## src/include/rx_regs_pkg.sv

```systemverilog
package rx_regs_pkg;

    // ----------------------------------------
    // Register map
    // ----------------------------------------
    localparam logic [4:0] ADDR_DUTY_CTRL = 5'h09;
    localparam logic [4:0] ADDR_TAG_CFG   = 5'h0a;
    localparam logic [4:0] ADDR_PRE_CFG   = 5'h0b;
    localparam logic [4:0] ADDR_SIGNAL_STRENGTH_RESULT      = 5'h0c;
    // Address counter folds back to zero after this one
    localparam logic [4:0] ADDR_LAST      = 5'h1f;

    localparam logic [7:0] RESET_DUTY_CTRL = 8'h7f;
    localparam logic [7:0] RESET_TAG_CFG   = 8'hc0;
    localparam logic [7:0] RESET_PRE_CFG   = 8'h80;
    localparam logic [7:0] RESET_SIGNAL_STRENGTH_RESULT      = 8'h00;

    // ----------------------------------------
    // Field positions
    // ----------------------------------------
    localparam int BANK_BIT   = 7;
    localparam int ON_LSB     = 3;
    localparam int OFF_LSB    = 0;
    localparam int LEN_LSB    = 6;
    localparam int NIBBLE_LSB = 4;
    localparam int CMD_WR_BIT = 7;
    localparam int CMD_N_LSB  = 5;

    // Pin vector positions in the synchroniser
    localparam int PIN_SCLK   = 0;
    localparam int PIN_MOSI   = 1;
    localparam int PIN_CS     = 2;
    localparam int PIN_XTAL   = 3;
    localparam int PIN_STROBE = 4;
    localparam int PIN_COUNT  = 5;

    // ----------------------------------------
    // Timing
    // ----------------------------------------
    localparam int CLOCK_NS        = 25;
    localparam int DIGCLK_NS       = 25;
    localparam int DIGCLK_CYCLES   = (DIGCLK_NS / CLOCK_NS < 1) ? 1
                                     : DIGCLK_NS / CLOCK_NS;
    localparam int ON_UNIT_PERIODS = 512;
    localparam logic [9:0] ON_UNIT_CYCLES =
        10'(ON_UNIT_PERIODS * DIGCLK_CYCLES);

    typedef enum logic [1:0] {
        ST_IDLE = 2'b00,
        ST_WAKE = 2'b01,
        ST_ON   = 2'b10,
        ST_OFF  = 2'b11
    } strobe_state_t;

    // Off time in strobe periods per code
    function automatic logic [5:0] off_multiple(input logic [2:0] code);
        logic [5:0] m;
        m = 6'h01;
        unique case (code)
            3'h0: m = 6'h01;
            3'h1: m = 6'h02;
            3'h2: m = 6'h04;
            3'h3: m = 6'h08;
            3'h4: m = 6'h0c;
            3'h5: m = 6'h10;
            3'h6: m = 6'h20;
            3'h7: m = 6'h3f;
        endcase
        return m;
    endfunction

endpackage

```

## src/include/rx_timer_if.sv

```systemverilog
`timescale 1ns/1ps
interface rx_timer_if;
    logic [3:0] on_count;
    logic [2:0] off_sel;
    logic       strobe_en;
    logic       xtal_ready;
    logic       strobe_tick;
    logic       rx_on;
    logic       xtal_enable;

    modport regs (
        output on_count,
        output off_sel,
        output strobe_en,
        output xtal_ready,
        output strobe_tick,
        input  rx_on,
        input  xtal_enable
    );
    modport timer (
        input  on_count,
        input  off_sel,
        input  strobe_en,
        input  xtal_ready,
        input  strobe_tick,
        output rx_on,
        output xtal_enable
    );
endinterface

```

## src/core/rx_strobe_timer.sv

```systemverilog
`timescale 1ns/1ps
module rx_strobe_timer (
    input  wire logic   clock,
    input  wire logic   resetn,
    input  wire logic   ce,
    rx_timer_if.timer   tif
);
    rx_regs_pkg::strobe_state_t state;
    rx_regs_pkg::strobe_state_t next_state;
    logic [9:0] unit_cnt;
    logic [3:0] on_left;
    logic [5:0] off_left;
    logic       unit_end;
    logic [3:0] on_units;

    // Forbidden zero code falls back to one unit
    assign on_units = (tif.on_count == 4'h0) ? 4'h1 : tif.on_count;
    assign unit_end = (unit_cnt == 10'h000);

    // ----------------------------------------
    // Sequencer
    // ----------------------------------------
    always_comb begin
        next_state = state;
        unique case (state)
            rx_regs_pkg::ST_IDLE: begin
                if (tif.strobe_en)
                    next_state = rx_regs_pkg::ST_WAKE;
            end
            rx_regs_pkg::ST_WAKE: begin
                if (tif.xtal_ready)
                    next_state = rx_regs_pkg::ST_ON;
            end
            rx_regs_pkg::ST_ON: begin
                if (unit_end && on_left == 4'h0)
                    next_state = rx_regs_pkg::ST_OFF;
            end
            rx_regs_pkg::ST_OFF: begin
                if (tif.strobe_tick && off_left == 6'h00)
                    next_state = rx_regs_pkg::ST_WAKE;
            end
        endcase
        if (!tif.strobe_en)
            next_state = rx_regs_pkg::ST_IDLE;
    end

    always_ff @(posedge clock or negedge resetn) begin
        if (!resetn)
            state <= rx_regs_pkg::ST_IDLE;
        else if (ce)
            state <= next_state;
    end

    // On time: units of 512 digital clocks, reloaded on every wake
    always_ff @(posedge clock or negedge resetn) begin
        if (!resetn) begin
            unit_cnt <= 10'h000;
            on_left  <= 4'h0;
        end else if (ce) begin
            if (state == rx_regs_pkg::ST_WAKE) begin
                unit_cnt <= rx_regs_pkg::ON_UNIT_CYCLES - 10'h001;
                on_left  <= on_units - 4'h1;
            end else if (state == rx_regs_pkg::ST_ON) begin
                if (unit_end) begin
                    unit_cnt <= rx_regs_pkg::ON_UNIT_CYCLES - 10'h001;
                    on_left  <= on_left - 4'h1;
                end else begin
                    unit_cnt <= unit_cnt - 10'h001;
                end
            end
        end
    end

    // Off time counted in strobe oscillator periods
    always_ff @(posedge clock or negedge resetn) begin
        if (!resetn) begin
            off_left <= 6'h00;
        end else if (ce) begin
            if (state == rx_regs_pkg::ST_ON)
                off_left <= rx_regs_pkg::off_multiple(tif.off_sel)
                            - 6'h01;
            else if (state == rx_regs_pkg::ST_OFF && tif.strobe_tick)
                off_left <= off_left - 6'h01;
        end
    end

    assign tif.rx_on       = (state == rx_regs_pkg::ST_ON);
    assign tif.xtal_enable = (state == rx_regs_pkg::ST_WAKE)
                             || (state == rx_regs_pkg::ST_ON);
endmodule

```

## src/core/rx_strobe_id_header_regs.sv

```systemverilog
`timescale 1ns/1ps
// What this block does
// - bit 7 of duty control selects bank
// - receiver on for N times 512 clocks
// - off time is coded multiple of strobe
// - tag length code gives 2,4,5,6 bits
// - tag Manchester coded, LSB at bit 0
// - preamble length code gives 1,2,4,6 bits
// - preamble Manchester coded, LSB at bit 0
// - upper strength nibble is LNA level
// - lower strength nibble is IF level
// - burst starts at base, address increments
// - active-bank flag high for bank A
module rx_strobe_id_header_regs (
    input  wire logic       clock,
    input  wire logic       resetn,
    input  wire logic       ce,
    input  wire logic       sclk,
    input  wire logic       mosi,
    input  wire logic       cs_n,
    output logic            miso,
    output logic            miso_oe,
    input  wire logic       xtal_ready,
    input  wire logic       strobe_osc,
    input  wire logic       strobe_en,
    input  wire logic [3:0] lna_level,
    input  wire logic [3:0] if_level,
    input  wire logic       signal_strength_result_valid,
    output logic            bank_a_active,
    output logic [2:0]      tag_length,
    output logic [5:0]      tag_value,
    output logic [11:0]     tag_manchester,
    output logic [2:0]      preamble_length,
    output logic [5:0]      preamble_value,
    output logic [11:0]     preamble_manchester,
    output logic            rx_on,
    output logic            xtal_enable
);
    localparam int P = rx_regs_pkg::PIN_COUNT;

    logic [P-1:0] pin_s1;
    logic [P-1:0] pin_s2;
    logic [P-1:0] pin_s3;
    logic [P-1:0] pin_filt;
    logic [P-1:0] pin_prev;
    logic [P-1:0] next_filt;

    logic [7:0] rx_duty_cycle_ctrl;
    logic [7:0] match_tag_cfg;
    logic [7:0] preamble_word_cfg;
    logic [7:0] signal_strength_result;

    logic       frame;
    logic       sclk_rise;
    logic       sclk_fall;
    logic [2:0] bit_cnt;
    logic [7:0] rx_shift;
    logic [7:0] byte_val;
    logic       byte_done;
    logic       have_cmd;
    logic       is_write;
    logic       done;
    logic [1:0] left;
    logic [4:0] addr;
    logic [4:0] next_addr;
    logic [7:0] tx_shift;
    logic       skip_fall;
    logic       wr_en;

    logic [2:0]  next_tag_len;
    logic [2:0]  next_pre_len;
    logic [5:0]  next_tag_val;
    logic [5:0]  next_pre_val;
    logic [11:0] next_tag_man;
    logic [11:0] next_pre_man;

    rx_timer_if tif ();

    // ----------------------------------------
    // Pin synchronisers
    // ----------------------------------------
    // Three stages; a change is taken once stages two and three agree
    always_ff @(posedge clock or negedge resetn) begin
        if (!resetn) begin
            pin_s1   <= 5'h04;
            pin_s2   <= 5'h04;
            pin_s3   <= 5'h04;
            pin_filt <= 5'h04;
            pin_prev <= 5'h04;
        end else if (ce) begin
            pin_s1   <= {strobe_osc, xtal_ready, cs_n, mosi, sclk};
            pin_s2   <= pin_s1;
            pin_s3   <= pin_s2;
            pin_filt <= next_filt;
            pin_prev <= pin_filt;
        end
    end

    assign next_filt = (~(pin_s2 ^ pin_s3) & pin_s3)
                       | ((pin_s2 ^ pin_s3) & pin_filt);

    assign frame     = ~pin_filt[rx_regs_pkg::PIN_CS];
    assign sclk_rise = frame & pin_filt[rx_regs_pkg::PIN_SCLK]
                       & ~pin_prev[rx_regs_pkg::PIN_SCLK];
    assign sclk_fall = frame & ~pin_filt[rx_regs_pkg::PIN_SCLK]
                       & pin_prev[rx_regs_pkg::PIN_SCLK];

    // ----------------------------------------
    // Serial register port
    // ----------------------------------------
    // Byte assembly, MSB first, sampled on the rising edge
    always_ff @(posedge clock or negedge resetn) begin
        if (!resetn) begin
            bit_cnt  <= 3'h0;
            rx_shift <= 8'h00;
        end else if (ce) begin
            if (!frame) begin
                bit_cnt <= 3'h0;
            end else if (sclk_rise) begin
                bit_cnt  <= bit_cnt + 3'h1;
                rx_shift <= byte_val;
            end
        end
    end

    assign byte_val  = {rx_shift[6:0], pin_filt[rx_regs_pkg::PIN_MOSI]};
    assign byte_done = sclk_rise && (bit_cnt == 3'h7);
    assign wr_en     = byte_done && have_cmd && is_write && !done;

    // Wrap to address zero after the last one
    assign next_addr = (addr == rx_regs_pkg::ADDR_LAST) ? 5'h00
                       : addr + 5'h01;

    // Command byte, then one register per byte up to the count plus one
    always_ff @(posedge clock or negedge resetn) begin
        if (!resetn) begin
            have_cmd <= 1'b0;
            is_write <= 1'b0;
            done     <= 1'b0;
            left     <= 2'h0;
            addr     <= 5'h00;
        end else if (ce) begin
            if (!frame) begin
                have_cmd <= 1'b0;
                done     <= 1'b0;
            end else if (byte_done) begin
                if (!have_cmd) begin
                    have_cmd <= 1'b1;
                    is_write <= byte_val[rx_regs_pkg::CMD_WR_BIT];
                    left     <= byte_val[rx_regs_pkg::CMD_N_LSB +: 2];
                    addr     <= byte_val[4:0];
                end else if (!done) begin
                    addr <= next_addr;
                    if (left == 2'h0)
                        done <= 1'b1;
                    else
                        left <= left - 2'h1;
                end
            end
        end
    end

    // Read data: loaded at a byte end, shifted out on falling edges.
    // The fall right after a load is skipped so bit 7 is not lost.
    always_ff @(posedge clock or negedge resetn) begin
        if (!resetn) begin
            tx_shift  <= 8'h00;
            skip_fall <= 1'b0;
        end else if (ce) begin
            if (!frame) begin
                tx_shift  <= 8'h00;
                skip_fall <= 1'b0;
            end else if (byte_done) begin
                skip_fall <= 1'b1;
                if (!have_cmd && !byte_val[rx_regs_pkg::CMD_WR_BIT])
                    tx_shift <= read_reg(byte_val[4:0]);
                else if (have_cmd && !is_write && !done && left != 2'h0)
                    tx_shift <= read_reg(next_addr);
                else
                    tx_shift <= 8'h00;
            end else if (sclk_fall) begin
                if (skip_fall)
                    skip_fall <= 1'b0;
                else
                    tx_shift <= {tx_shift[6:0], 1'b0};
            end
        end
    end

    assign miso    = tx_shift[7];
    assign miso_oe = frame;

    // ----------------------------------------
    // Register file
    // ----------------------------------------
    function automatic logic [7:0] read_reg(input logic [4:0] a);
        logic [7:0] d;
        d = 8'h00;
        unique case (a)
            rx_regs_pkg::ADDR_DUTY_CTRL: d = rx_duty_cycle_ctrl;
            rx_regs_pkg::ADDR_TAG_CFG:   d = match_tag_cfg;
            rx_regs_pkg::ADDR_PRE_CFG:   d = preamble_word_cfg;
            rx_regs_pkg::ADDR_SIGNAL_STRENGTH_RESULT:      d = signal_strength_result;
            default:                     d = 8'h00;
        endcase
        return d;
    endfunction

    // Writable registers; the strength result ignores writes
    always_ff @(posedge clock or negedge resetn) begin
        if (!resetn) begin
            rx_duty_cycle_ctrl <= rx_regs_pkg::RESET_DUTY_CTRL;
            match_tag_cfg      <= rx_regs_pkg::RESET_TAG_CFG;
            preamble_word_cfg  <= rx_regs_pkg::RESET_PRE_CFG;
        end else if (ce && wr_en) begin
            if (addr == rx_regs_pkg::ADDR_DUTY_CTRL)
                rx_duty_cycle_ctrl <= byte_val;
            if (addr == rx_regs_pkg::ADDR_TAG_CFG)
                match_tag_cfg <= byte_val;
            if (addr == rx_regs_pkg::ADDR_PRE_CFG)
                preamble_word_cfg <= byte_val;
        end
    end

    // Converter results land whenever a conversion completes
    always_ff @(posedge clock or negedge resetn) begin
        if (!resetn) begin
            signal_strength_result <= rx_regs_pkg::RESET_SIGNAL_STRENGTH_RESULT;
        end else if (ce && signal_strength_result_valid) begin
            signal_strength_result[rx_regs_pkg::NIBBLE_LSB +: 4]
                <= lna_level;
            signal_strength_result[3:0] <= if_level;
        end
    end

    // ----------------------------------------
    // Word recognition settings
    // ----------------------------------------
    function automatic logic [5:0] len_mask(input logic [2:0] len);
        logic [6:0] t;
        t = (7'h01 << len) - 7'h01;
        return t[5:0];
    endfunction

    function automatic logic [11:0] manchester(input logic [5:0] v,
                                               input logic [5:0] m);
        logic [11:0] r;
        r = 12'h000;
        for (int i = 0; i < 6; i++) begin
            if (m[i])
                r[2*i +: 2] = v[i] ? 2'b10 : 2'b01;
        end
        return r;
    endfunction

    // Length decode and LSB-aligned masking of the stored values
    always_comb begin
        unique case (match_tag_cfg[rx_regs_pkg::LEN_LSB +: 2])
            2'h0: next_tag_len = 3'h2;
            2'h1: next_tag_len = 3'h4;
            2'h2: next_tag_len = 3'h5;
            2'h3: next_tag_len = 3'h6;
        endcase
        unique case (preamble_word_cfg[rx_regs_pkg::LEN_LSB +: 2])
            2'h0: next_pre_len = 3'h1;
            2'h1: next_pre_len = 3'h2;
            2'h2: next_pre_len = 3'h4;
            2'h3: next_pre_len = 3'h6;
        endcase
        next_tag_val = match_tag_cfg[5:0] & len_mask(next_tag_len);
        next_pre_val = preamble_word_cfg[5:0]
                       & len_mask(next_pre_len);
        next_tag_man = manchester(match_tag_cfg[5:0],
                                  len_mask(next_tag_len));
        next_pre_man = manchester(preamble_word_cfg[5:0],
                                  len_mask(next_pre_len));
    end

    // Registered copies for the data manager, one cycle behind
    always_ff @(posedge clock or negedge resetn) begin
        if (!resetn) begin
            tag_length          <= 3'h0;
            tag_value           <= 6'h00;
            tag_manchester      <= 12'h000;
            preamble_length     <= 3'h0;
            preamble_value      <= 6'h00;
            preamble_manchester <= 12'h000;
            bank_a_active       <= 1'b0;
        end else if (ce) begin
            tag_length          <= next_tag_len;
            tag_value           <= next_tag_val;
            tag_manchester      <= next_tag_man;
            preamble_length     <= next_pre_len;
            preamble_value      <= next_pre_val;
            preamble_manchester <= next_pre_man;
            bank_a_active       <=
                rx_duty_cycle_ctrl[rx_regs_pkg::BANK_BIT];
        end
    end

    // ----------------------------------------
    // Strobe timer hookup
    // ----------------------------------------
    assign tif.on_count    = rx_duty_cycle_ctrl[rx_regs_pkg::ON_LSB +: 4];
    assign tif.off_sel     = rx_duty_cycle_ctrl[rx_regs_pkg::OFF_LSB +: 3];
    assign tif.strobe_en   = strobe_en;
    assign tif.xtal_ready  = pin_filt[rx_regs_pkg::PIN_XTAL];
    assign tif.strobe_tick = pin_filt[rx_regs_pkg::PIN_STROBE]
                             & ~pin_prev[rx_regs_pkg::PIN_STROBE];
    assign rx_on           = tif.rx_on;
    assign xtal_enable     = tif.xtal_enable;

    rx_strobe_timer timer_u (
        .clock  (clock),
        .resetn (resetn),
        .ce     (ce),
        .tif    (tif)
    );
endmodule

```

## config.mk

```make
export PLATFORM = sky130hd
export DESIGN_NAME = rx_strobe_id_header_regs
export DESIGN_NICKNAME = d
export VERILOG_FILES = /design/src/include/rx_regs_pkg.sv /design/src/include/rx_timer_if.sv /design/src/core/rx_strobe_timer.sv /design/src/core/rx_strobe_id_header_regs.sv
export SDC_FILE = /design/constraint.sdc
export NUM_CORES = 1
export LEC_CHECK = 0
export ABC_AREA = 1
export BUFFER_PORTS_ARGS = -buffer_cell sky130_fd_sc_hd__buf_2
export CAP_MARGIN = 10
export CORE_MARGIN = 2
export CORE_UTILIZATION = 52
export CTS_BUF_LIST = sky130_fd_sc_hd__clkbuf_2
export DETAILED_ROUTE_END_ITERATION = 8
export MAX_ROUTING_LAYER = met4
export PLACE_DENSITY = 0.7
export SLEW_MARGIN = 20
export SYNTH_ARGS = -nofsm -noshare
export SYNTH_HDL_FRONTEND = slang
export SYNTH_SLANG_ARGS = --single-unit
```

## constraint.sdc

```tcl
create_clock -name clock -period 4.6 [get_ports clock]
set_clock_uncertainty 0.1 [all_clocks]
set_input_delay 0.92 -clock clock [delete_from_list [all_inputs] [get_ports clock]]
set_output_delay 0.92 -clock clock [all_outputs]
set_load 0.03 [all_outputs]
```

# Word level (Yosys, flattened, before mapping)
# Memory sizes are Yosys's and may differ from the RTL's.
# Cells that the tools add are included.
# totals
romBits,48
memories,1
out_inout_bits,47
in_bits,18
register_bits,151
# memory_table
name,depth,word_bits,rd,rd_clocked_by_memory_dff,wr,line,source
(no name shown),8,6,1,0,0,rx_regs_pkg.sv:59,unique case (code)
# classes
n_addsub,10
n_reduce_logical,50
n_shift,2
bitwise,17
n_mux,68
eq_ne,28
# op_table
op,n
$pmux 8 s4,2
$mux 2,31
$eq 5x4->1 const B,11
$mux 8,6
$mux 10,3
$mux 6,4
$pmux 3 s4,2
$sub 6x1->6 const B,4
$mux 4,4
$reduce_and 2->1,8
$mux 5,3
$reduce_bool 2->1,7
$logic_and 1x1->1,13
$and 6x6->6,2
$eq 2x2->1 const B,6
$reduce_and 3->1,4
$reduce_and 4->1,3
$shl 1x3->6 const A,2
$and 5x5->5,2
$logic_not 10->1,1
$mux 1,10
$sub 10x1->10 const B,1
$logic_not 2->1,4
$logic_not 4->1,2
other kinds (22),40

# Logic depth before layout (Yosys ltp)
# depth
ltp_word,9
mapped_depth,15
depth_no_buf,15

# Cells and area by module
# Synthesis repeated with hierarchy kept, for this count alone.
# hier_totals
hier_cells,921
hier_area_um2,7275.7
# by_module_without_submodules
mod,n_inst,cells_each,area_each_um2
rx_strobe_id_header_regs,1,705,5703.0
rx_strobe_timer,1,216,1572.8

# Worst setup path after synthesis
# Ideal clock, no wire load.
# synth_path
kind,flip-flop to flip-flop
start,reg addr[0]
end,reg tx_shift[0]
stages_incl_launch_ff,15
setup_ns,0.065
arrival_time_ns,2.076
setup_slack_ns,2.359
period_less_slack_ns,2.241
n_path_buf,0
cell_sequence,dfrtp_1 -> ha_1 -> nand2_1 -> nor2_1 -> ha_1 -> inv_2 -> nand2_1 -> nand3b_1 -> nor2_2 -> nand3_1 -> nand2_1 -> o21ai_1 -> nand2_1 -> nand2_1 -> nand2_1
# synth_via
elab_chain_cells,8
elab_cells_between_ends,12
cone_classes,1 x add/sub; 5 x eq/ne; 6 x mux
# synth_lines
element,line,source
start: declaration,rx_strobe_id_header_regs.sv:64,logic [4:0] addr;
start signal: assignment,rx_strobe_id_header_regs.sv:151,addr <= byte_val[4:0];
start signal: assignment,rx_strobe_id_header_regs.sv:153,addr <= next_addr;
$add 5x1->5 or $eq 5x5->1 (tied branches),"rx_strobe_id_header_regs.sv:132, rx_strobe_id_header_regs.sv:131",
$mux 5 *,rx_strobe_id_header_regs.sv:131,assign next_addr = (addr == rx_regs_pkg::ADDR_LAST) ? 5'h00
$eq 5x4->1,rx_strobe_id_header_regs.sv:199,unique case (a)
$pmux 8 s4 *,rx_strobe_id_header_regs.sv:199,
$mux 8 *,rx_strobe_id_header_regs.sv:177,else if (have_cmd && !is_write && !done && left != 2'h0)
$mux 8 *,rx_strobe_id_header_regs.sv:175,if (!have_cmd && !byte_val[rx_regs_pkg::CMD_WR_BIT])
$mux 8 *,rx_strobe_id_header_regs.sv:173,end else if (byte_done) begin
$mux 8 *,rx_strobe_id_header_regs.sv:170,if (!frame) begin
end signal: assignment,rx_strobe_id_header_regs.sv:176,tx_shift <= read_reg(byte_val[4:0]);
end signal: assignment,rx_strobe_id_header_regs.sv:178,tx_shift <= read_reg(next_addr);
end signal: assignment,rx_strobe_id_header_regs.sv:185,"tx_shift <= {tx_shift[6:0], 1'b0};"
end: declaration,rx_strobe_id_header_regs.sv:66,logic [7:0] tx_shift;
# Mark *: on every way between the ends. The rest lies on a longest branch, timed or not.
# A chain may end at the register's enable or synchronous reset.

# Worst setup path after layout
# layout_path
start,reg timer_u.state[0]
end,out xtal_enable
# layout_via
elab_chain_cells,2
elab_cells_between_ends,3
cone_classes,2 x eq/ne; 1 x reduce/logical
# layout_lines
element,line,source
start: declaration,rx_strobe_timer.sv:8,rx_regs_pkg::strobe_state_t state;
start signal: assignment,rx_strobe_timer.sv:49,state <= rx_regs_pkg::ST_IDLE;
start signal: assignment,rx_strobe_timer.sv:51,state <= next_state;
$eq 2x1->1 or $eq 2x2->1 (tied branches),"rx_strobe_timer.sv:88, rx_strobe_timer.sv:89",
$logic_or 1x1->1 *,rx_strobe_timer.sv:89,|| (state == rx_regs_pkg::ST_ON);
end: declaration,rx_strobe_id_header_regs.sv:37,output logic xtal_enable
# Marks and branches as above.

==> run metrics <==
fin crit share=a little under two thirds; vias per cell=~5.3; clock buffer depth=2; number of fill cells=around 1300; fin crit period=between 2000 and 3000 ps; Leakage=about 3.8 nW; Worst-path clk slew=210 ps; slowest cell on the critical path=dfrtp_1; worst hold-check path type=in2async; ratio of cells with drive above 1 in the final layout=between 10% and 20%; gr ovfl total=0; Pre-antenna DRT Iters=6; Setup Buffers After CTS=0; Ports=65; first-pass GRT wire length=27.0 mm; required time of the critical path=3580 ps; vias in the first global route=5432; crit path capture type=output pin; die span in x=~120 µm; Skew-Pair Late Insertion Delay=740 ps; setup_tns=0 ps; via count=5850; Final ANT Viol Nets=0; Root Driver=clkbuf_2; Worst-Margin Slew=922 ps; number of DRC markers in iteration 0=just under 600; pre-CTS setup slack=roughly 2000 ps; Die Area=0.0146 mm²; RSZ-0062 raised after global routing=no; commonest non-fill, non-tap cell in the layout=nand2_1; Starting Density=a little over half; FP Rows=42; synthesized area per cell=8.25 µm²; post-detailed-route wirelength per cell=approximately 15 µm; crit path setup slack, layout=between 1500 and 2000 ps; H-tree levels=4; Crit path top cell by count=inv_1; largest net degree at the start of global routing=approximately 120; Layout area overhead=7.80%; antenna cells=0; crit path max fanout=4; WP buf/inv=3; Total Wirelength=16.3 mm; Final Max Tran Viols=0; CP arrival=approximately 1900 ps; Final setup viols=0; maxcap violations=0; most frequent cells in the layout=nand2_1, dfrtp_1, o21ai_0; Total GRT Usage=between 20% and 30%; Synth Cell Area=about 0.0071 mm²; core area=between 0.01 and 0.015 mm²; outcome=completed; CTS sink count=about 140; Seq/Total Area, Yosys=about 48%; Synthesized Nets=897; Hold Buf Count CTS=0; fin nets=948; Final Wtd Congestion=between 0.9 and 1; DRC violations left=0; flop and latch count out of synthesis=about 140; library cells used by synthesis=41; HPWL Detailed=between 10 and 15 mm; Largest stage delay, worst path=about 460 ps; fmax=343 MHz; Worst Setup Path Type=reg2out; Mapped Cells=roughly 860; Slew headroom=approximately two fifths; die height=between 100 and 150 µm; Final Power=approximately 3 mW; CTS tree=built; antenna violations before repair=0; Synthesis Warnings=0; CP delay by family, top=flip-flops; final hold viol count=0; Port Buf Inserts=64; total CTS buffers=17; PostCTS Resize Cnt=0; P per Cell Area=~400 mW/mm²; critical-path cell list=inv_1 > ha_1 > inv_1 > buf_2; startpoint type of the worst setup path=flip-flop; Worst VDD drop=approximately 0.23 mV; WHS=about 150 ps
## state kept, by name, summed over array words and instances (netlist names), 7 cells and up, named ones only
| name | cells |
|---|---|
| rx_duty_cycle_ctrl | 8 |
| tx_shift | 8 |
| preamble_word_cfg | 8 |
| timer_u.unit_cnt | 10 |
| signal_strength_result | 8 |
| match_tag_cfg | 8 |
| rx_shift | 7 |
## routing by layer
layer	up-vias	wire (µm)	global-route usage (%)	part of all wire, %
met5	-	0	-	0
met4	0	362	7.05	2.2
met3	37	917	6.18	5.6
met2	154	7710	37.8	47
met1	2774	7320	32.5	45
li1	2885	-	-	-
## path summary, 6_finish.rpt
path,startpoint,end,slack [ps],depth (start not counted)
max in group asynchronous,resetn,rx_duty_cycle_ctrl[4],3290,2
min,resetn,preamble_value[2],150,1
max reg2reg,addr[0],tx_shift[6],1970,14
max,timer_u.state[0],xtal_enable,1680,4
min reg2reg,pin_s1[2],pin_s1[2],370,2
min in group clock,cs_n,pin_s1[2],280,3
## final cells by class
class	count	area, µm²	area share [%]
multi-input combinational	614	3160	41.4
clock inverter	13	109	1.43
timing repair buffer	66	344	4.51
clock buffer	19	95.1	1.25
inverter	73	277	3.63
sequential	136	3420	44.9
tap	176	220	2.89
## cells in the mapped netlist, drive strengths merged
cell    instances  share of area (%)
a22o            1               0.12
nand3b          2               0.21
a22oi           1               0.11
a21oi           7               0.50
ha             22                3.9
buf            22                2.4
nand3          55                4.0
inv            73                3.9
xor2            4               0.50
a31oi           4               0.35
o22ai           2               0.18
o21ai         124                9.1
o21a            1               0.11
nor3            7               0.80
nand2         271                 15
dfstp          14                5.2
xnor2           2               0.25
or2             3               0.27
nand4          16                1.8
clkbuf         12               0.64
dfrtp         122                 43
nor4            3               0.90
mux2            8                1.3
nor2           75                5.0
o211ai          6               0.64
## metrics by stage
stage	cell area [µm²]	util, %	cells
2_1_floorplan	7070	-	857
3_3_place_gp	7420	56.0	1065
3_5_place_dp	7420	56.0	1065
4_1_cts	7620	57.6	1097
5_1_grt	7630	57.6	1097
6_report	7630	57.6	1097
## kinds of logic (layout without fill, tap and decap cells)
family / after synthesis / after routing / share of synthesized area, %
and+or+nand+nor: 432 / 432 / 27.6
AOI/OAI and AO/OA: 146 / 146 / 11.1
DFF: 136 / 136 / 48.4
buffers and inverters: 107 / 171 / 6.97
adders and majority gates: 22 / 22 / 3.89
muxes: 8 / 8 / 1.27
xor gates and xnor gates: 6 / 6 / 0.743
## power breakdown
part / internal (mW) / total [mW] / switching, mW
clock: 0.193 / 0.640 / 0.447
combinational: 0.300 / 0.886 / 0.586
sequential: 1.36 / 1.53 / 0.167
total: 1.86 / 3.05 / 1.20
No activity file was read; power rests on OpenSTA's default activity.
